## src/inc/spsc_pkg.sv

```systemverilog
// What this block does
// - Shutdown low resets and powers down device
// - Serial video lanes idle high, configurable level
// - Video, GPIO, clock, sync pads default high-z
// - PWM and test outputs drive in standby
// - Test mode only when test input high
// - Sync pad: frame input or vsync output
// - Standby bit stops activity except PWM and test outputs, keeps config
// - Shutdown reset returns config to defaults
`default_nettype none
package spsc_pkg;
  localparam int          GPIO_W      = 11;        // D0..D9 plus general_io_ten
  localparam int          LANE_N      = 6;         // Lane pads: d0p d0n d1p d1n cp cn
  localparam logic [10:0] GPIO_OE_RST = 11'h000;   // Video/GPIO pads float
  localparam logic [10:0] GPIO_DO_RST = 11'h000;   // GPIO drive levels
  localparam logic        GPIO_MODE_RST = 1'h0;    // 0 video data, 1 GPIO
  localparam logic [5:0]  LANE_IDLE_RST = 6'h3f;   // Lanes idle high
  localparam logic [3:0]  MISC_OE_RST = 4'h0;      // pclk, lv, strobe, sync
  localparam logic        PWM_OE_RST  = 1'h1;      // PWM pad drives
  localparam logic        SYNC_OUT_RST = 1'h0;     // 0 frame-sync input
  localparam logic        STREAM_RST  = 1'h0;      // Standby after reset
  localparam int          MISC_PCLK   = 0;         // Misc enable bit positions
  localparam int          MISC_LV     = 1;
  localparam int          MISC_STRB   = 2;
  localparam int          MISC_SYNC   = 3;
  typedef enum logic [1:0] {
    SPSC_SHUTDOWN,                                 // Shutdown held low
    SPSC_STANDBY,                                  // Software standby
    SPSC_STREAM                                    // Active operation
  } spsc_state_t;
endpackage
`default_nettype wire

```

## src/hdl/spsc_cfg.sv

```systemverilog
`default_nettype none
// Configuration store, reset to defaults by shutdown, kept through standby
module spsc_cfg (
  input  wire logic        clk,          // System clock
  input  wire logic        rst_n,        // Shutdown-qualified reset
  input  wire logic        wr_en,        // Config write strobe
  input  wire logic [10:0] gpio_oe_w,    // GPIO enable value
  input  wire logic [10:0] gpio_do_w,    // GPIO level value
  input  wire logic        gpio_mode_w,  // GPIO mode value
  input  wire logic [5:0]  lane_idle_w,  // Lane idle value
  input  wire logic [3:0]  misc_oe_w,    // Misc enable value
  input  wire logic        pwm_oe_w,     // PWM enable value
  input  wire logic        sync_out_w,   // Sync direction value
  output logic      [10:0] gpio_oe,      // Stored GPIO enables
  output logic      [10:0] gpio_do,      // Stored GPIO levels
  output logic             gpio_mode,    // Stored GPIO mode
  output logic      [5:0]  lane_idle,    // Stored lane idle
  output logic      [3:0]  misc_oe,      // Stored misc enables
  output logic             pwm_oe,       // Stored PWM enable
  output logic             sync_out      // Stored sync direction
);
  logic [34:0] cfg_q;                    // Packed config register
  logic [34:0] cfg_d;                    // Next config
  // Load on write, hold otherwise
  always_comb begin
    cfg_d = cfg_q;
    if (wr_en) begin
      cfg_d = {gpio_oe_w, gpio_do_w, gpio_mode_w, lane_idle_w,
               misc_oe_w, pwm_oe_w, sync_out_w};
    end
  end
  // Defaults on shutdown reset
  always_ff @(posedge clk) begin
    if (!rst_n) begin
      cfg_q <= {spsc_pkg::GPIO_OE_RST, spsc_pkg::GPIO_DO_RST,
                spsc_pkg::GPIO_MODE_RST, spsc_pkg::LANE_IDLE_RST,
                spsc_pkg::MISC_OE_RST, spsc_pkg::PWM_OE_RST,
                spsc_pkg::SYNC_OUT_RST};
    end else begin
      cfg_q <= cfg_d;
    end
  end
  assign {gpio_oe, gpio_do, gpio_mode, lane_idle,
          misc_oe, pwm_oe, sync_out} = cfg_q;
endmodule
`default_nettype wire

```

## src/hdl/spsc_top.sv

```systemverilog
`default_nettype none
// Pad state and function control for the sensor's digital pads
module spsc_top (
  input  wire logic        SYS_CLK,          // 250 MHz clock
  input  wire logic        RESET_N,          // Sync reset, active low
  input  wire logic        SHUTDOWN_RESET_N, // Shutdown pad, active low
  input  wire logic        TEST_MODE_IN,     // Test pad, pulled down
  input  wire logic        CFG_WR,           // Config write strobe
  input  wire logic [10:0] CFG_GPIO_OE,      // GPIO enables
  input  wire logic [10:0] CFG_GPIO_DO,      // GPIO levels
  input  wire logic        CFG_GPIO_MODE,    // 1 GPIO, 0 video data
  input  wire logic [5:0]  CFG_LANE_IDLE,    // Lane idle levels
  input  wire logic [3:0]  CFG_MISC_OE,      // pclk/lv/strobe/sync enables
  input  wire logic        CFG_PWM_OE,       // PWM enable
  input  wire logic        CFG_SYNC_OUT,     // 1 vsync out, 0 frame in
  input  wire logic        STREAM_EN,        // Mode-select low bit
  input  wire logic [9:0]  VIDEO_DATA,       // Parallel video data
  input  wire logic        PIX_CLK,          // Internal pixel clock
  input  wire logic        LINE_VALID,       // Internal line valid
  input  wire logic        STROBE_IN,        // Internal strobe
  input  wire logic        VSYNC_IN,         // Internal vertical sync
  input  wire logic        PWM_IN,           // Internal PWM
  input  wire logic        TEST_OUT_IN,      // Internal test result
  input  wire logic [5:0]  LANE_DATA,        // Internal lane drive
  input  wire logic        SDA_LOW,          // Control data pulls low
  input  wire logic        FRAME_SYNC_PAD_I, // Sync pad level in
  output logic             FRAME_SYNC_PAD_O, // Sync pad level out
  output logic             FRAME_SYNC_PAD_OE,// Sync pad drive enable
  output logic      [10:0] GPIO_PAD_O,       // Video/GPIO pad out
  output logic      [10:0] GPIO_PAD_OE,      // Video/GPIO pad enable
  output logic             PIX_CLK_O,        // Pixel clock pad out
  output logic             PIX_CLK_OE,       // Pixel clock enable
  output logic             LINE_VALID_OUT,   // Line valid pad out
  output logic             LINE_VALID_OE,    // Line valid enable
  output logic             STROBE_O,         // Strobe pad out
  output logic             STROBE_OE,        // Strobe enable
  output logic             PWM_O,            // PWM pad out
  output logic             PWM_OE,           // PWM enable
  output logic             TEST_MODE_OUT,    // Test output pad
  output logic             TEST_MODE_OE,     // Test output enable
  output logic      [5:0]  LANE_O,           // Lane pad levels
  output logic      [5:0]  LANE_OE,          // Lane pad enables
  output logic             SDA_OE,           // Open-drain pull enable
  output logic             FRAME_SYNC_IN,    // Captured frame sync
  output logic             TEST_ACTIVE,      // Test behaviour active
  output logic             ACTIVE            // Streaming, not standby
);
  logic         cfg_rst_n;                   // Reset or shutdown
  logic [10:0]  gpio_oe;                     // Stored enables
  logic [10:0]  gpio_do;                     // Stored levels
  logic         gpio_mode;                   // Stored mode
  logic [5:0]   lane_idle;                   // Stored idle levels
  logic [3:0]   misc_oe;                     // Stored misc enables
  logic         pwm_oe;                      // Stored PWM enable
  logic         sync_out;                    // Stored direction
  spsc_pkg::spsc_state_t st_q, st_d;         // Power state
  logic [46:0]  pad_q, pad_d;                // Registered pad outputs
  logic         fsi_q, fsi_d;                // Captured frame sync
  logic         test_q, test_d;              // Test behaviour flag
  logic         act_q, act_d;                // Streaming flag

  // Shutdown acts as a hardware reset of the configuration
  assign cfg_rst_n = RESET_N & SHUTDOWN_RESET_N;

  spsc_cfg u_cfg (
    .clk        (SYS_CLK),
    .rst_n      (cfg_rst_n),
    .wr_en      (CFG_WR),
    .gpio_oe_w  (CFG_GPIO_OE),
    .gpio_do_w  (CFG_GPIO_DO),
    .gpio_mode_w(CFG_GPIO_MODE),
    .lane_idle_w(CFG_LANE_IDLE),
    .misc_oe_w  (CFG_MISC_OE),
    .pwm_oe_w   (CFG_PWM_OE),
    .sync_out_w (CFG_SYNC_OUT),
    .gpio_oe    (gpio_oe),
    .gpio_do    (gpio_do),
    .gpio_mode  (gpio_mode),
    .lane_idle  (lane_idle),
    .misc_oe    (misc_oe),
    .pwm_oe     (pwm_oe),
    .sync_out   (sync_out)
  );

  // Power state: shutdown, standby, streaming
  always_comb begin
    st_d = st_q;
    unique case (st_q)
      spsc_pkg::SPSC_SHUTDOWN: begin
        st_d = spsc_pkg::SPSC_STANDBY;
      end
      spsc_pkg::SPSC_STANDBY: begin
        if (STREAM_EN) begin
          st_d = spsc_pkg::SPSC_STREAM;
        end
      end
      spsc_pkg::SPSC_STREAM: begin
        if (!STREAM_EN) begin
          st_d = spsc_pkg::SPSC_STANDBY;
        end
      end
      default: st_d = spsc_pkg::SPSC_SHUTDOWN;
    endcase
    if (!SHUTDOWN_RESET_N) begin
      st_d = spsc_pkg::SPSC_SHUTDOWN;
    end
  end
  always_ff @(posedge SYS_CLK) begin
    if (!RESET_N) begin
      st_q <= spsc_pkg::SPSC_SHUTDOWN;
    end else begin
      st_q <= st_d;
    end
  end

  // Pad levels and enables from state and configuration; the next power
  // state is used so pads follow a mode change on the same edge as ACTIVE
  always_comb begin
    logic        run;                        // Streaming after this edge
    logic        up;                         // Shutdown pad released
    logic [10:0] go;                         // Video/GPIO pad levels
    logic [5:0]  lo;                         // Lane pad levels
    logic [46:0] p;                          // Packed pad image
    run = (st_d == spsc_pkg::SPSC_STREAM);
    up  = SHUTDOWN_RESET_N;
    go  = gpio_mode ? gpio_do : {gpio_do[10], VIDEO_DATA};
    lo  = run ? LANE_DATA : lane_idle;
    p   = '0;
    // Video data must not leak onto the pads while idle
    if (!gpio_mode && !run) begin
      go[9:0] = 10'h000;                     // Video forced low in standby
    end
    // Every pad floats until the shutdown pad is released
    if (up) begin
      p = {go, gpio_oe,
           PIX_CLK & run, misc_oe[spsc_pkg::MISC_PCLK],
           LINE_VALID & run, misc_oe[spsc_pkg::MISC_LV],
           STROBE_IN & run, misc_oe[spsc_pkg::MISC_STRB],
           PWM_IN, pwm_oe,
           TEST_OUT_IN & TEST_MODE_IN, 1'h1,
           lo, 6'h3f,
           SDA_LOW,
           VSYNC_IN & run,
           misc_oe[spsc_pkg::MISC_SYNC] & sync_out};
    end
    pad_d  = p;
    fsi_d  = up & ~sync_out & FRAME_SYNC_PAD_I;
    test_d = up & TEST_MODE_IN;
    act_d  = run;
    // Chip reset clears every pad flop
    if (!RESET_N) begin
      pad_d  = '0;
      fsi_d  = 1'h0;
      test_d = 1'h0;
      act_d  = 1'h0;
    end
  end
  // Pad flops: every output of the block comes straight from here
  always_ff @(posedge SYS_CLK) begin
    pad_q  <= pad_d;
    fsi_q  <= fsi_d;
    test_q <= test_d;
    act_q  <= act_d;
  end

  // Unpack the registered pad image onto the pins; outputs are plain
  // copies of flops so the pads never glitch on a config change
  assign {GPIO_PAD_O, GPIO_PAD_OE, PIX_CLK_O, PIX_CLK_OE,
          LINE_VALID_OUT, LINE_VALID_OE, STROBE_O, STROBE_OE,
          PWM_O, PWM_OE, TEST_MODE_OUT, TEST_MODE_OE,
          LANE_O, LANE_OE, SDA_OE, FRAME_SYNC_PAD_O,
          FRAME_SYNC_PAD_OE} = pad_q;
  assign FRAME_SYNC_IN = fsi_q;
  assign TEST_ACTIVE   = test_q;
  assign ACTIVE        = act_q;

  // Checks on the pads and stored config, sampled one edge after their cause
  a_shut_float: assert property (
    @(posedge SYS_CLK) disable iff (!RESET_N)
    !SHUTDOWN_RESET_N |=> (LANE_OE == 6'h00) && (GPIO_PAD_OE == 11'h000)
      && !SDA_OE && !PWM_OE && !TEST_MODE_OE)
    else $error("pad driven during shutdown");
  a_lane_idle: assert property (
    @(posedge SYS_CLK) disable iff (!RESET_N)
    SHUTDOWN_RESET_N && !STREAM_EN |=> LANE_O == $past(lane_idle))
    else $error("lane idle level wrong");
  a_gpio_def: assert property (
    @(posedge SYS_CLK) disable iff (!RESET_N)
    $rose(SHUTDOWN_RESET_N) |=> GPIO_PAD_OE == 11'h000 && !PIX_CLK_OE
      && !STROBE_OE && !FRAME_SYNC_PAD_OE)
    else $error("pad not floating after release");
  a_pwm_drive: assert property (
    @(posedge SYS_CLK) disable iff (!RESET_N)
    $rose(SHUTDOWN_RESET_N) |=> PWM_OE && TEST_MODE_OE)
    else $error("pwm or test pad not driving");
  a_test_low: assert property (
    @(posedge SYS_CLK) disable iff (!RESET_N)
    !TEST_MODE_IN |=> !TEST_MODE_OUT)
    else $error("test output without test mode");
  a_test_flag: assert property (
    @(posedge SYS_CLK) disable iff (!RESET_N)
    !TEST_MODE_IN |=> !TEST_ACTIVE)
    else $error("test behaviour without test input");
  a_sync_dir: assert property (
    @(posedge SYS_CLK) disable iff (!RESET_N)
    sync_out |=> !FRAME_SYNC_IN)
    else $error("sync input captured in output mode");
  a_standby_hold: assert property (
    @(posedge SYS_CLK) disable iff (!RESET_N)
    SHUTDOWN_RESET_N && !STREAM_EN |=> !ACTIVE && !PIX_CLK_O)
    else $error("activity in standby");
  a_cfg_default: assert property (
    @(posedge SYS_CLK) disable iff (!RESET_N)
    !SHUTDOWN_RESET_N |=> lane_idle == spsc_pkg::LANE_IDLE_RST
      && gpio_oe == spsc_pkg::GPIO_OE_RST && pwm_oe)
    else $error("config not defaulted");

  // Main scenarios worth seeing at least once
  c_stream: cover property (@(posedge SYS_CLK) $rose(ACTIVE));
  c_vsync: cover property (@(posedge SYS_CLK) FRAME_SYNC_PAD_OE);
  c_gpio: cover property (@(posedge SYS_CLK) |GPIO_PAD_OE && gpio_mode);
  c_test: cover property (@(posedge SYS_CLK) TEST_ACTIVE);
  c_wake: cover property (@(posedge SYS_CLK) $rose(SHUTDOWN_RESET_N));
endmodule
`default_nettype wire

```

## config.mk

```make
export PLATFORM = sky130hd
export DESIGN_NAME = spsc_top
export DESIGN_NICKNAME = d
export VERILOG_FILES = /design/src/inc/spsc_pkg.sv /design/src/hdl/spsc_cfg.sv /design/src/hdl/spsc_top.sv
export SDC_FILE = /design/constraint.sdc
export NUM_CORES = 1
export LEC_CHECK = 0
export ABC_AREA = 0
export BUFFER_PORTS_ARGS = -buffer_cell sky130_fd_sc_hd__buf_4
export CORE_ASPECT_RATIO = 0.9
export CORE_UTILIZATION = 42
export CTS_CLUSTER_SIZE = 12
export DETAILED_ROUTE_END_ITERATION = 6
export PLACE_DENSITY_LB_ADDON = 0.1
export SETUP_SLACK_MARGIN = 0.15
export SYNTH_ARGS = -nofsm -noshare
export SYNTH_HDL_FRONTEND = slang
export SYNTH_SLANG_ARGS = --single-unit
```

## constraint.sdc

```tcl
create_clock -name SYS_CLK -period 1.1 [get_ports SYS_CLK]
set_input_delay 0.055 -clock SYS_CLK [delete_from_list [all_inputs] [get_ports SYS_CLK]]
set_output_delay 0.055 -clock SYS_CLK [all_outputs]
set_load 0.01 [all_outputs]
```

## After elaboration in Yosys (flattened, before gate mapping)

Index checks and enable logic that the tools add are counted.

- Flip-flop bits (word level): 87
- Latch bits: 0
- RAM bits: 0
- ROM bits: 0
- Input bits: 65
- Output and inout bits: 50
- Word-level logic and storage cells: 37
- Memories kept: 0

- $add $sub $neg: 0
- $mul: 0
- Divide/modulo/power cells: 0
- Order comparisons: 0
- Eq/ne operators: 3
- Shifts and indexed selects: 0
- Muxes and demuxes: 7
- Bitwise gates (word level): 13
- Reduce and logical (&&, ||, !) cells: 6

Operator list:

| cell | count |
|---|---|
| 16-bit two-way mux | 1 |
| 1-bit bitwise AND | 10 |
| 10-bit two-way mux | 1 |
| 2-bit two-way mux | 3 |
| 6-bit two-way mux | 1 |
| 2-bit one-hot mux with 3 select lines | 1 |
| 2-bit equality test, second input constant | 2 |
| 1-bit inverter | 3 |
| 3-bit OR reduction | 1 |
| 2-bit by 1-bit equality test with 1-bit output, second input constant | 1 |
| 1-bit zero test | 2 |
| 2-bit zero test | 1 |
| 2-bit AND reduction | 1 |
| 1-bit logical AND | 1 |

## Logic depth before layout (Yosys ltp)

Gate-level depths: netlist (run 1).

- Depth in word-level cells: 7
- Gate-level depth with buffers: 5

## Modules after synthesis

From an unflattened synthesis (run 1), not the netlist that was laid out.

- Cell total of the unflattened synthesis: 237
- Area total of the unflattened synthesis: 2,760.1 um2

Modules (own cells, without submodules):

| module | instances | cells an instance | area an instance (um2) | seq. area each (um2) |
|---|---|---|---|---|
| spsc_top | 1 | 125 | 1,425.1 | 920.9 |
| spsc_cfg | 1 | 112 | 1,335.0 | 700.7 |

## Worst setup path after synthesis (run 1)

OpenSTA, ideal clock, no wires.

- Path kind: reg-to-reg
- Start: register st_q[1]
- End: register pad_q[36]
- Arrival: 1.200 ns
- Slack: -0.158 ns
- Stages on the path, launching flop included: 4
- Path buffers: 0
- Clock period less this slack: 1.258 ns
- Path through: dfxtp_1 xnor2_1 nor4b_4 a22o_2

- Longest elaborated chain between the ends: 7
- Elaborated cells on any way between the ends: 11
- Those cells by class: 3 x eq/ne; 4 x mux; 4 x reduce/logical

RTL lines:

| what | line | RTL |
|---|---|---|
| start, declared | spsc_top.sv:56 | `spsc_pkg::spsc_state_t st_q, st_d;` |
| start signal, assigned | spsc_top.sv:110 | `st_q <= spsc_pkg::SPSC_SHUTDOWN;` |
| start signal, assigned | spsc_top.sv:112 | `st_q <= st_d;` |
| 2-bit equality test, or another cell as far along | spsc_top.sv:88 | `unique case (st_q)` |
| 2-bit one-hot mux with 3 select lines (*) | spsc_top.sv:88 |  |
| 2-bit two-way mux (*) | spsc_top.sv:104 | `if (!SHUTDOWN_RESET_N) begin` |
| 2-bit equality test (*) | spsc_top.sv:124 | `run = (st_d == spsc_pkg::SPSC_STREAM);` |
| 1-bit zero test (*) | spsc_top.sv:130 | `if (!gpio_mode && !run) begin` |
| 1-bit logical AND (*) | spsc_top.sv:130 |  |
| 3-bit OR reduction (no source line) (*) | - |  |
| end signal, assigned | spsc_top.sv:160 | `pad_q <= pad_d;` |
| end, declared | spsc_top.sv:57 | `logic [46:0] pad_q, pad_d;` |

Mark *: on every way between the ends. The rest lies on a longest branch, timed or not.
A chain may end at the register's enable or synchronous reset.

## Final worst setup path (run 1)

- Start: register st_q[0]
- End: register pad_q[44]

The elaborated chain is that of the path after synthesis.

==> flow_metrics.env, run 1 <==
export IMPL_syn_inst=238
export IMPL_hpwl_mm=3.96
export IMPL_clockBufferDepth=2
export IMPL_antennaDiodeCount=0
export IMPL_yosysTopAreaCell="dfxtp_1"
export IMPL_cp_arrival_ns=1.46
export IMPL_min_period_ns=1.16
export IMPL_finClkSkew_ns=0.00761
export IMPL_grt_pass1_wl_mm=10.4
export IMPL_max_vdd_ir_drop_mv=1.15
export IMPL_pwr_share_comb_pct=12.2
export IMPL_cts_root_buf="clkbuf_8"
export IMPL_power_leakage_nw=2.19
export IMPL_worstHoldPathCells=3
export IMPL_clkTransAtPathRegs_ns=0.08
export IMPL_cts_max_level=3
export IMPL_finalHoldViolCount=0
export IMPL_crit_path_end_kind="flip-flop"
export IMPL_start_util_pct=43.5
export IMPL_numPortBuffers=114
export IMPL_powerDensity_mw_per_mm2=1370
export IMPL_swShare_pct=22.0
export IMPL_fp_dieW_um=85.9
export IMPL_outcome="complete, but fails checks"
export IMPL_multiInputGateArea_um2=957
export IMPL_grt_pass1_vias=2262
export IMPL_drtIter0Drc=70
export IMPL_seqCellArea_mm2=0.00163
export IMPL_vias=2321
export IMPL_gp_congestion=0.790
export IMPL_cts_sink_count=81
export IMPL_layout_nets=482
export IMPL_ys_ff_latch=81
export IMPL_grt_setup_unrepaired="true"
export IMPL_ys_top_cells_by_area="dfxtp_1 (61%), mux2i_1 (13%), and3_1 (5.4%), nor2_1 (4.1%), a22o_2 (3.8%)"
export IMPL_dieArea_mm2=0.00666
export IMPL_wl_per_cell_um=12.8
export IMPL_min_path_type="input port to flip-flop"
export IMPL_critPathLaunchType="flip-flop"
export IMPL_cts_tree="yes"
export IMPL_final_period_utilization_pct=106
export IMPL_r2r_cells=4
export IMPL_clk_insertion_delay_late_ns=0.35
export IMPL_wl_mm=6.54
export IMPL_netlist_area_mm2=0.00266
export IMPL_criticalPathCategory="flip-flop to flip-flop"
export IMPL_fill_cells=443
export IMPL_maxSlewHeadroom_pct=73.2
export IMPL_antenna_found_initial=0
export IMPL_drcViolationCount=0
export IMPL_internal_power_mw=4.84
export IMPL_core_mm2=0.00611
export IMPL_post_synth_top_area_fraction_pct=61.0
export IMPL_detail_route_antenna_nets=0
export IMPL_syn_mean_instance_area_um2=11.2
export IMPL_p_total_mw=6.21
export IMPL_pwr_share_clk_pct=38.7
export IMPL_worstPathMaxFanout=10
export IMPL_yosysSeqAreaShare_pct=61.0
export IMPL_violations="setup timing"
export IMPL_dp_cells=430
export IMPL_dpl_worst_slack_ns=-0.261
export IMPL_synth_nets=303
export IMPL_layout_setup_ws_ns=-0.0629
export IMPL_fp_dieH_um=77.5
export IMPL_final_common_cell="buf_4"
export IMPL_grt_max_degree=32
export IMPL_row_count=27
export IMPL_layout_drive_gt1_share_pct=38.4
export IMPL_io_pins=115
export IMPL_vias_per_cell=4.56
export IMPL_numCtsBuffers=9
export IMPL_maxSlewViolCount=0
export IMPL_whs_ns=0.0618
export IMPL_worstMarginPinSlew_ns=0.401
export IMPL_instances_no_fill=509
export IMPL_maxCapViolations=0
export IMPL_seqPwrFrac_pct=49.1
export IMPL_synth_cell_types=21
export IMPL_first_pass_iters=4
export IMPL_setup_viol=17
export IMPL_yosys_warnings=0
export IMPL_p_switching_mw=1.37
export IMPL_critPathRequiredTime_ns=1.40
export IMPL_grtUsageTotal_pct=20.4
export IMPL_syn_to_final_growth_pct=70.6
export IMPL_setup_tns_ns=-0.699
export IMPL_overflow=0
export IMPL_timing_fmax_ghz=0.860
export IMPL_layout_common_cells="buf_4 (122), dfxtp_1 (78), dlygate4sd3_1 (61)"
## per-stage QoR
stage,instance area (um^2),util [%]
2_1_floorplan,2680,-
3_3_place_gp,3650,59.7
3_5_place_dp,3650,59.7
4_1_cts,4540,74.2
5_1_grt,4540,74.2
6_report,4540,74.2
## synthesized netlist by cell type
| cell | instances |
|---|---|
| nor4b_4 | 1 |
| maj3_1 | 1 |
| a21oi_1 | 6 |
| and2_0 | 1 |
| nand3_1 | 6 |
| nand2_1 | 9 |
| and2_1 | 5 |
| a22o_2 | 10 |
| nor2_1 | 29 |
| clkbuf_1 | 5 |
| nor3b_1 | 1 |
| xnor2_1 | 1 |
| buf_4 | 7 |
| o21ai_0 | 6 |
| and3_1 | 23 |
| xor2_1 | 1 |
| buf_1 | 4 |
| mux2i_1 | 35 |
| inv_1 | 1 |
| buf_2 | 5 |
| dfxtp_1 | 81 |
## area by class of cell
| class | instances | share of cell area [%] |
|---|---|---|
| inverter | 1 | 0.0827 |
| timing repair buffer | 189 | 35.5 |
| tap | 87 | 2.40 |
| multi-input combinational | 135 | 21.1 |
| sequential | 81 | 35.9 |
| clock inverter | 6 | 1.98 |
| clock buffer | 10 | 3.03 |
## power groups by stage
| stage | clock network [mW] | registers (mW) | logic, mW |
|---|---|---|---|
| floorplan | 0 | 3.13 | 0.235 |
| global placement | 0 | 3.12 | 0.563 |
| detailed placement | 0 | 3.12 | 0.569 |
| CTS | 2.46 | 3.05 | 0.756 |
| global route | 2.59 | 3.06 | 0.816 |
| finish | 2.40 | 3.05 | 0.758 |
## final timing paths
| path | slack [ns] | to | from |
|---|---|---|---|
| setup reg to reg | -0.06 | pad_q[44]$_SDFF_PP0_ | st_q[0]$_SDFF_PN0_ |
| hold reg to reg | 0.45 | FRAME_SYNC_IN$_SDFF_PN0_ | u_cfg.cfg_q[0]$_SDFFE_PN0P_ |
| setup / recovery | -0.06 | pad_q[44]$_SDFF_PP0_ | st_q[0]$_SDFF_PN0_ |
| hold / removal | 0.06 | st_q[0]$_SDFF_PN0_ | STREAM_EN |
## repair_timing
action / 4_1_cts / 5_1_grt
pin swaps: 5 / 0
hold buffers: 61 / 0
hold endpoints to repair: 61 / 0
buffers inserted: 2 / 0
gates resized for setup: 10 / 1
endpoints found under the setup margin: 30 / 30
gates cloned: 0 / 0
## registers in the layout, summed over array words and instances (netlist names)
signal,cells
st_q,2
pad_q,41
FRAME_SYNC_IN,1
ACTIVE,1
u_cfg.cfg_q,35
TEST_ACTIVE,1
## critical path: stages (launching register included)
cell and delay (ns):
dfxtp_4 0.37, xnor2_4 0.14, nor4b_4 0.28, buf_6 0.18, a22o_2 0.15
## cell families (layout without fill, tap and decap cells)
group,count (synthesis),after routing,synth area share (%)
flip-flops,81,81,61.0
buffers and inverters,22,206,4.33
adder cells (fa/ha/maj),1,1,0.376
XOR/XNOR,2,2,0.659
multiplexers,35,35,13.2
AO/OA/AOI/OAI,22,22,6.02
AND/OR/NAND/NOR,75,75,14.5
## per-layer routing
metal | GRT usage, % | share of wire [%]
met1 | 22.3 | 41
met4 | 6.00 | 1.1
met2 | 36.7 | 51
met5 | 0 | 0
met3 | 7.23 | 6.7
No activity file was read; power rests on OpenSTA's default activity.
==> run 2: changes to the inputs <==
Settings changed: ABC_CLOCK_PERIOD_IN_PS set to 1100, RECOVER_POWER set to 50.
==> run 2 against run 1 <==
Worst setup slack about the same. Sequential cell count unchanged. Critical path type unchanged. Combinational power is 1% lower. Total power shrank 0.20%. The flow still finishes with violations (setup timing).
==> flow_metrics.env, run 2 (synthesized netlist as in run 1, its figures left out) <==
export IMPL_outcome="complete, but fails checks"
export IMPL_violations="setup timing"
export IMPL_detail_route_antenna_nets=0
export IMPL_layout_common_cells="buf_4 (90), dfxtp_1 (78), dlygate4sd3_1 (61)"
export IMPL_p_total_mw=6.19
export IMPL_wl_mm=6.53
export IMPL_r2r_cells=4
export IMPL_dpl_worst_slack_ns=-0.261
export IMPL_drcViolationCount=0
export IMPL_largest_register="pad_q"
export IMPL_setup_viol=17
export IMPL_seqCellArea_mm2=0.00163
export IMPL_vias=2326
export IMPL_cpPeakStageDelay_ns=0.37
export IMPL_numPortBuffers=114
export IMPL_layout_setup_ws_ns=-0.0633
export IMPL_top_regs="pad_q: 41 flops, u_cfg.cfg_q: 35 flops, st_q: 2 flops"
export IMPL_min_period_ns=1.16
export IMPL_cts_tree="yes"
export IMPL_startpoint="st_q[0]$_SDFF_PN0_"
export IMPL_overflow=0
export IMPL_crit_chain="xnor2_4 > nor4b_4 > buf_6 > a22o_2"
export IMPL_cts_root_buf="clkbuf_8"
export IMPL_clkTransAtPathRegs_ns=0.08
export IMPL_critPathLaunchType="flip-flop"
export IMPL_critPathRequiredTime_ns=1.40
export IMPL_worstPathMaxFanout=10
export IMPL_clockBufferDepth=2
export IMPL_powerDensity_mw_per_mm2=1370
export IMPL_maxCapViolations=0
export IMPL_final_period_utilization_pct=106
export IMPL_clk_insertion_delay_late_ns=0.35
export IMPL_worstHoldPathCells=3
export IMPL_row_count=27
export IMPL_crit_buf_inv=1
export IMPL_cts_max_level=3
export IMPL_timing_fmax_ghz=0.860
export IMPL_rrSetupSlack_ns=-0.06
export IMPL_setup_tns_ns=-0.724
export IMPL_grt_pass1_vias=2262
export IMPL_power_leakage_nw=2.17
export IMPL_maxSlewViolCount=0
export IMPL_max_vdd_ir_drop_mv=1.14
export IMPL_fin_util_pct=74.1
export IMPL_antennaDiodeCount=0
export IMPL_drtIter0Drc=79
export IMPL_min_path_type="input port to flip-flop"
export IMPL_cts_sink_count=81
export IMPL_maxSlewHeadroom_pct=70.0
export IMPL_r2r_end="pad_q[44]$_SDFF_PP0_"
export IMPL_cp_top_family="flip-flops"
export IMPL_hold_start="STREAM_EN"
export IMPL_first_pass_iters=4
export IMPL_hpwl_mm=3.96
export IMPL_largest_register_ffs=41
export IMPL_start_util_pct=43.5
export IMPL_finClkSkew_ns=0.00773
export IMPL_core_mm2=0.00611
export IMPL_numCtsBuffers=9
export IMPL_final_area_mm2=0.00453
export IMPL_placed_area_mm2=0.00365
export IMPL_multiInputGateArea_um2=957
export IMPL_hold_end="st_q[0]$_SDFF_PN0_"
export IMPL_layout_drive_gt1_share_pct=37.9
export IMPL_fp_dieW_um=85.9
export IMPL_criticalPathCategory="flip-flop to flip-flop"
export IMPL_fp_dieH_um=77.5
export IMPL_grtUsageTotal_pct=20.4
export IMPL_gp_congestion=0.790
export IMPL_finalHoldViolCount=0
export IMPL_final_common_cell="buf_4"
export IMPL_dieArea_mm2=0.00666
export IMPL_layout_nets=482
export IMPL_wl_per_cell_um=12.8
export IMPL_antenna_found_initial=0
export IMPL_io_pins=115
export IMPL_critical_path_slowest_cell="dfxtp_4"
export IMPL_grt_setup_unrepaired="true"
export IMPL_worstMarginPinSlew_ns=0.450
export IMPL_worstReg2RegStart="st_q[0]$_SDFF_PN0_"
export IMPL_grt_max_degree=32
export IMPL_fill_cells=447
export IMPL_syn_to_final_growth_pct=70.4
export IMPL_vias_per_cell=4.57
export IMPL_grt_pass1_wl_mm=10.4
export IMPL_cp_arrival_ns=1.46
export IMPL_crit_path_end_kind="flip-flop"
run 2: stage by stage:
stage / hold WS (ns) / cells
2_1_floorplan: 0.177 / 238
3_3_place_gp: 0.258 / 430
3_5_place_dp: 0.260 / 430
4_1_cts: 0.0437 / 509
5_1_grt: 0.0642 / 509
6_report: 0.0640 / 509
run 2: worst register-to-register path, stage by stage, from the launching register on:
cell,delay [ns]
dfxtp_4,0.37
xnor2_4,0.14
nor4b_4,0.28
buf_6,0.18
a22o_2,0.15
run 2: layout make-up:
| cell class | instances | area share, % |
|---|---|---|
| inverters | 1 | 0.0828 |
| repair buffers | 189 | 35.4 |
| clock buffers | 10 | 3.04 |
| flip-flops and latches | 81 | 36.0 |
| well taps | 87 | 2.40 |
| clock inverters | 6 | 1.99 |
| multi-input cells | 135 | 21.1 |
run 2: repair_timing:
| item | in CTS | in global routing |
|---|---|---|
| hold buffers | 61 | 0 |
| resized for setup | 10 | 1 |
| setup buffers | 2 | 0 |
| endpoints found under the setup margin | 30 | 30 |
| pin swaps | 5 | 0 |
| hold endpoints to repair | 61 | 0 |
run 2: where the power goes:
part | switching (mW) | internal (mW)
sequential | 0.0376 | 3.01
combinational | 0.274 | 0.474
clock | 1.05 | 1.35
run 2: worst max-delay path by stage:
stage,to,slack (ns),cells past startpoint
2_1_floorplan,pad_q[36]$_SDFF_PP0_,-0.07,3
3_3_place_gp,pad_q[45]$_SDFF_PP0_,-0.24,3
3_5_place_dp,pad_q[44]$_SDFF_PP0_,-0.26,3
4_1_cts,pad_q[44]$_SDFF_PP0_,-0.06,4
5_1_grt,pad_q[38]$_SDFF_PP0_,-0.11,4
6_report,pad_q[44]$_SDFF_PP0_,-0.06,4
run 2: metal layers:
metal / GRT usage (%) / wire (um)
met3: 7.23 / 434
met5: 0 / 0
met4: 6.00 / 73
met1: 22.3 / 2670
met2: 36.7 / 3350
==> run 3: changes to the inputs <==
Settings changed: ABC_AREA 0 to 1, ABC_CLOCK_PERIOD_IN_PS 1100 to 1000.
Clock period 1.1 ns to 1 ns, I/O delays scaled along.
==> run 3 against run 2 <==
The run now ends clean. Sequential cell count is the same. Final cell count increased by 13%. Critical path depth rose by 2. First-iteration DRC count fell by 5.1%. Design area increased by 4.7%. Critical path type unchanged. Largest cell class is now buffers.
==> flow_metrics.env, run 3 <==
export IMPL_antenna_found_initial=0
export IMPL_drtIter0Drc=75
export IMPL_synth_compound_gate_area_share_pct=9.48
export IMPL_instances_no_fill=573
export IMPL_max_vdd_ir_drop_mv=0.971
export IMPL_dieArea_mm2=0.00673
export IMPL_io_pins=115
export IMPL_largest_register="pad_q"
export IMPL_grt_pass1_wl_mm=10.9
export IMPL_critPathRequiredTime_ns=1.28
export IMPL_fp_dieH_um=77.9
export IMPL_layout_common_cells="buf_4 (61), dlygate4sd3_1 (58), buf_6 (50)"
export IMPL_cts_sink_count=81
export IMPL_numPortBuffers=114
export IMPL_grt_setup_unrepaired="true"
export IMPL_clk_insertion_delay_late_ns=0.35
export IMPL_finalHoldViolCount=0
export IMPL_globalRouteMet3Util_pct=6.60
export IMPL_rrSetupSlack_ns=0.01
export IMPL_wl_per_cell_um=12.1
export IMPL_synth_most_common_cell="dfxtp_1"
export IMPL_gp_congestion=0.778
export IMPL_multiInputGateArea_um2=897
export IMPL_synth_adder_area_share_pct=0
export IMPL_synthTopCellsByCount="dfxtp_1 (81), nor2_1 (51), nand2_1 (48)"
export IMPL_ys_top_cells_by_area="dfxtp_1 (60%), nor2_1 (7.1%), nand2_1 (6.7%), a21oi_1 (5.4%), inv_1 (3.8%)"
export IMPL_synth_edff_count=0
export IMPL_critPathLaunchType="flip-flop"
export IMPL_maxSlewViolCount=0
export IMPL_core_mm2=0.00615
export IMPL_criticalPathCategory="flip-flop to flip-flop"
export IMPL_start_util_pct=43.8
export IMPL_antennaDiodeCount=0
export IMPL_grtUsageTotal_pct=21.7
export IMPL_layout_setup_ws_ns=0.0143
export IMPL_critical_path_slowest_cell="dfxtp_4"
export IMPL_layout_drive_gt1_share_pct=40.7
export IMPL_clkTransAtPathRegs_ns=0.08
export IMPL_syn_mean_instance_area_um2=8.80
export IMPL_grt_busiest_layer="met2"
export IMPL_syn_inst=306
export IMPL_grt_util_met1_pct=24.2
export IMPL_timing_fmax_ghz=1.01
export IMPL_startpoint="st_q[0]$_SDFF_PN0_"
export IMPL_outcome="finished clean"
export IMPL_internal_power_mw=5.09
export IMPL_dpl_worst_slack_ns=0.0182
export IMPL_numCtsBuffers=9
export IMPL_r2r_cells=6
export IMPL_synthMuxAreaShare_pct=3.72
export IMPL_vias=2538
export IMPL_synth_async_reset_ratio_pct=0
export IMPL_yosysTopAreaCell="dfxtp_1"
export IMPL_detail_route_antenna_nets=0
export IMPL_cp_arrival_ns=1.27
export IMPL_fp_dieW_um=86.4
export IMPL_synth_cell_types=20
export IMPL_yosys_area_share_xor_xnor_pct=0
export IMPL_ys_ff_latch=81
export IMPL_top_regs="pad_q: 41 flops, u_cfg.cfg_q: 35 flops, st_q: 2 flops"
export IMPL_cts_tree="yes"
export IMPL_yosysSeqAreaShare_pct=60.3
export IMPL_worstHoldPathCells=3
export IMPL_power_leakage_nw=2.11
export IMPL_powerDensity_mw_per_mm2=1390
export IMPL_seqPwrFrac_pct=51.3
export IMPL_row_count=27
export IMPL_layout_nets=547
export IMPL_final_period_utilization_pct=98.6
export IMPL_crit_chain="nor2_4 > nor2_4 > nand2_2 > nand2_4 > nand2_4 > nor2_1"
export IMPL_hpwl_mm=3.97
export IMPL_cts_root_buf="clkbuf_8"
export IMPL_fill_cells=438
export IMPL_min_path_type="input port to flip-flop"
export IMPL_whs_ns=0.00687
export IMPL_cp_endpoint="pad_q[37]$_SDFF_PP0_"
export IMPL_p_switching_mw=1.50
export IMPL_maxSlewHeadroom_pct=63.8
export IMPL_first_pass_iters=4
export IMPL_netlist_area_mm2=0.00269
export IMPL_post_synth_top_area_fraction_pct=60.3
export IMPL_worstPathMaxFanout=5
export IMPL_largest_register_ffs=41
export IMPL_pwr_share_clk_pct=35.1
export IMPL_final_common_cell="buf_4"
export IMPL_pwr_share_comb_pct=13.5
export IMPL_synth_top_family_by_area="simple AND/OR/NAND/NOR gates"
export IMPL_cts_max_level=3
export IMPL_setup_viol=0
export IMPL_synth_nets=371
export IMPL_swShare_pct=22.8
export IMPL_dp_cells=497
export IMPL_r2r_end="pad_q[37]$_SDFF_PP0_"
export IMPL_grt_max_degree=32
export IMPL_maxCapViolations=0
export IMPL_crit_path_end_kind="flip-flop"
export IMPL_grt_pass1_vias=2399
export IMPL_yosys_area_share_simple_pct=18.6
export IMPL_use_met2_pct=37.6
export IMPL_clockBufferDepth=2
export IMPL_overflow=0
export IMPL_wl_mm=6.95
export IMPL_yosys_warnings=0
export IMPL_drcViolationCount=0
export IMPL_cpPeakStageDelay_ns=0.39
export IMPL_seqCellArea_mm2=0.00168
export IMPL_ys_flop_type="dfxtp_1"
export IMPL_min_period_ns=0.986
export IMPL_worstMarginPinSlew_ns=0.543
export IMPL_syn_to_final_growth_pct=76.3
export IMPL_vias_per_cell=4.43
export IMPL_worstReg2RegStart="st_q[0]$_SDFF_PN0_"
export IMPL_finClkSkew_ns=0.0121
[run 3: cell types whose count changed in the layout (fill, tap and decap cells not counted), sizes merged, moves of 3 or more]
cell	delta
nand2	+44
inv	+27
mux2i	-25
nor2	+25
a21oi	+24
and3	-23
buf	+19
clkbuf	-18
o21ai	+12
a22o	-10
and2	-6
nand3b	+6
dlygate4sd3	-3
[run 3: per-layer routing]
metal / vias up / wire (um)
met2: 88 / 3560
met5: - / 0
met3: 14 / 423
met1: 1133 / 2830
li1: 1303 / -
met4: 0 / 136
[run 3: power groups by stage]
stage / combinational, mW / clock [mW] / sequential (mW)
final: 0.892 / 2.32 / 3.38
after detailed placement: 0.647 / 0 / 3.44
after global routing: 0.967 / 2.52 / 3.39
after floorplan: 0.270 / 0 / 3.46
after CTS: 0.865 / 2.37 / 3.38
after global placement: 0.643 / 0 / 3.44
[run 3: stage by stage]
stage	setup TNS [ns]	util [%]	power (mW)	area [um^2]
4_1_cts	0	75.1	6.61	4620
6_report	0	77.2	6.59	4750
2_1_floorplan	0	-	3.73	2700
5_1_grt	-0.603	77.2	6.88	4750
3_3_place_gp	0	59.9	4.08	3680
3_5_place_dp	0	59.9	4.09	3680
[run 3: cell families (layout without fill, tap and decap cells)]
group	count (synthesis)	in the layout
AND/OR/NAND/NOR	118	119
flip-flops	81	81
AO/OA/AOI/OAI	48	48
buffers and inverters	49	228
multiplexers	10	10
[run 3: layout make-up]
type                            count  share of cell area (%)
Inverter                           29                    2.29
Tap cell                           87                    2.29
Timing Repair Buffer              184                    37.1
Multi-Input combinational cell    177                    18.9
Clock inverter                      2                   0.817
Sequential cell                    81                    35.5
Clock buffer                       13                    3.14
[run 3: worst min path at each step]
stage / from / to / slack, ns
finish: CFG_GPIO_OE[9] / u_cfg.cfg_q[33]$_SDFFE_PN0P_ / 0.007
global route: CFG_GPIO_OE[9] / u_cfg.cfg_q[33]$_SDFFE_PN0P_ / 0.02
CTS: LANE_DATA[4] / pad_q[13]$_SDFF_PN0_ / 0.001
global placement: LINE_VALID / pad_q[22]$_SDFF_PN0_ / 0.26
floorplan: TEST_MODE_IN / TEST_ACTIVE$_SDFF_PN0_ / 0.16
detailed placement: CFG_LANE_IDLE[2] / u_cfg.cfg_q[8]$_SDFFE_PN1P_ / 0.27
[run 3: repair_timing]
item | 4_1_cts | 5_1_grt
hold buffers | 58 | 0
pin swaps | 0 | 1
gates resized for setup | 49 | 53
setup endpoints to repair | 50 | 71
endpoints found under the hold margin | 58 | 0
cloned | 1 | 0
buffers inserted | 1 | 1
[run 3: worst max-delay path, delay by kind of cell, from the launching register on]
kind | cells | cell delay, ns
DFF | 1 | 0.39
and+or+nand+nor | 6 | 0.52
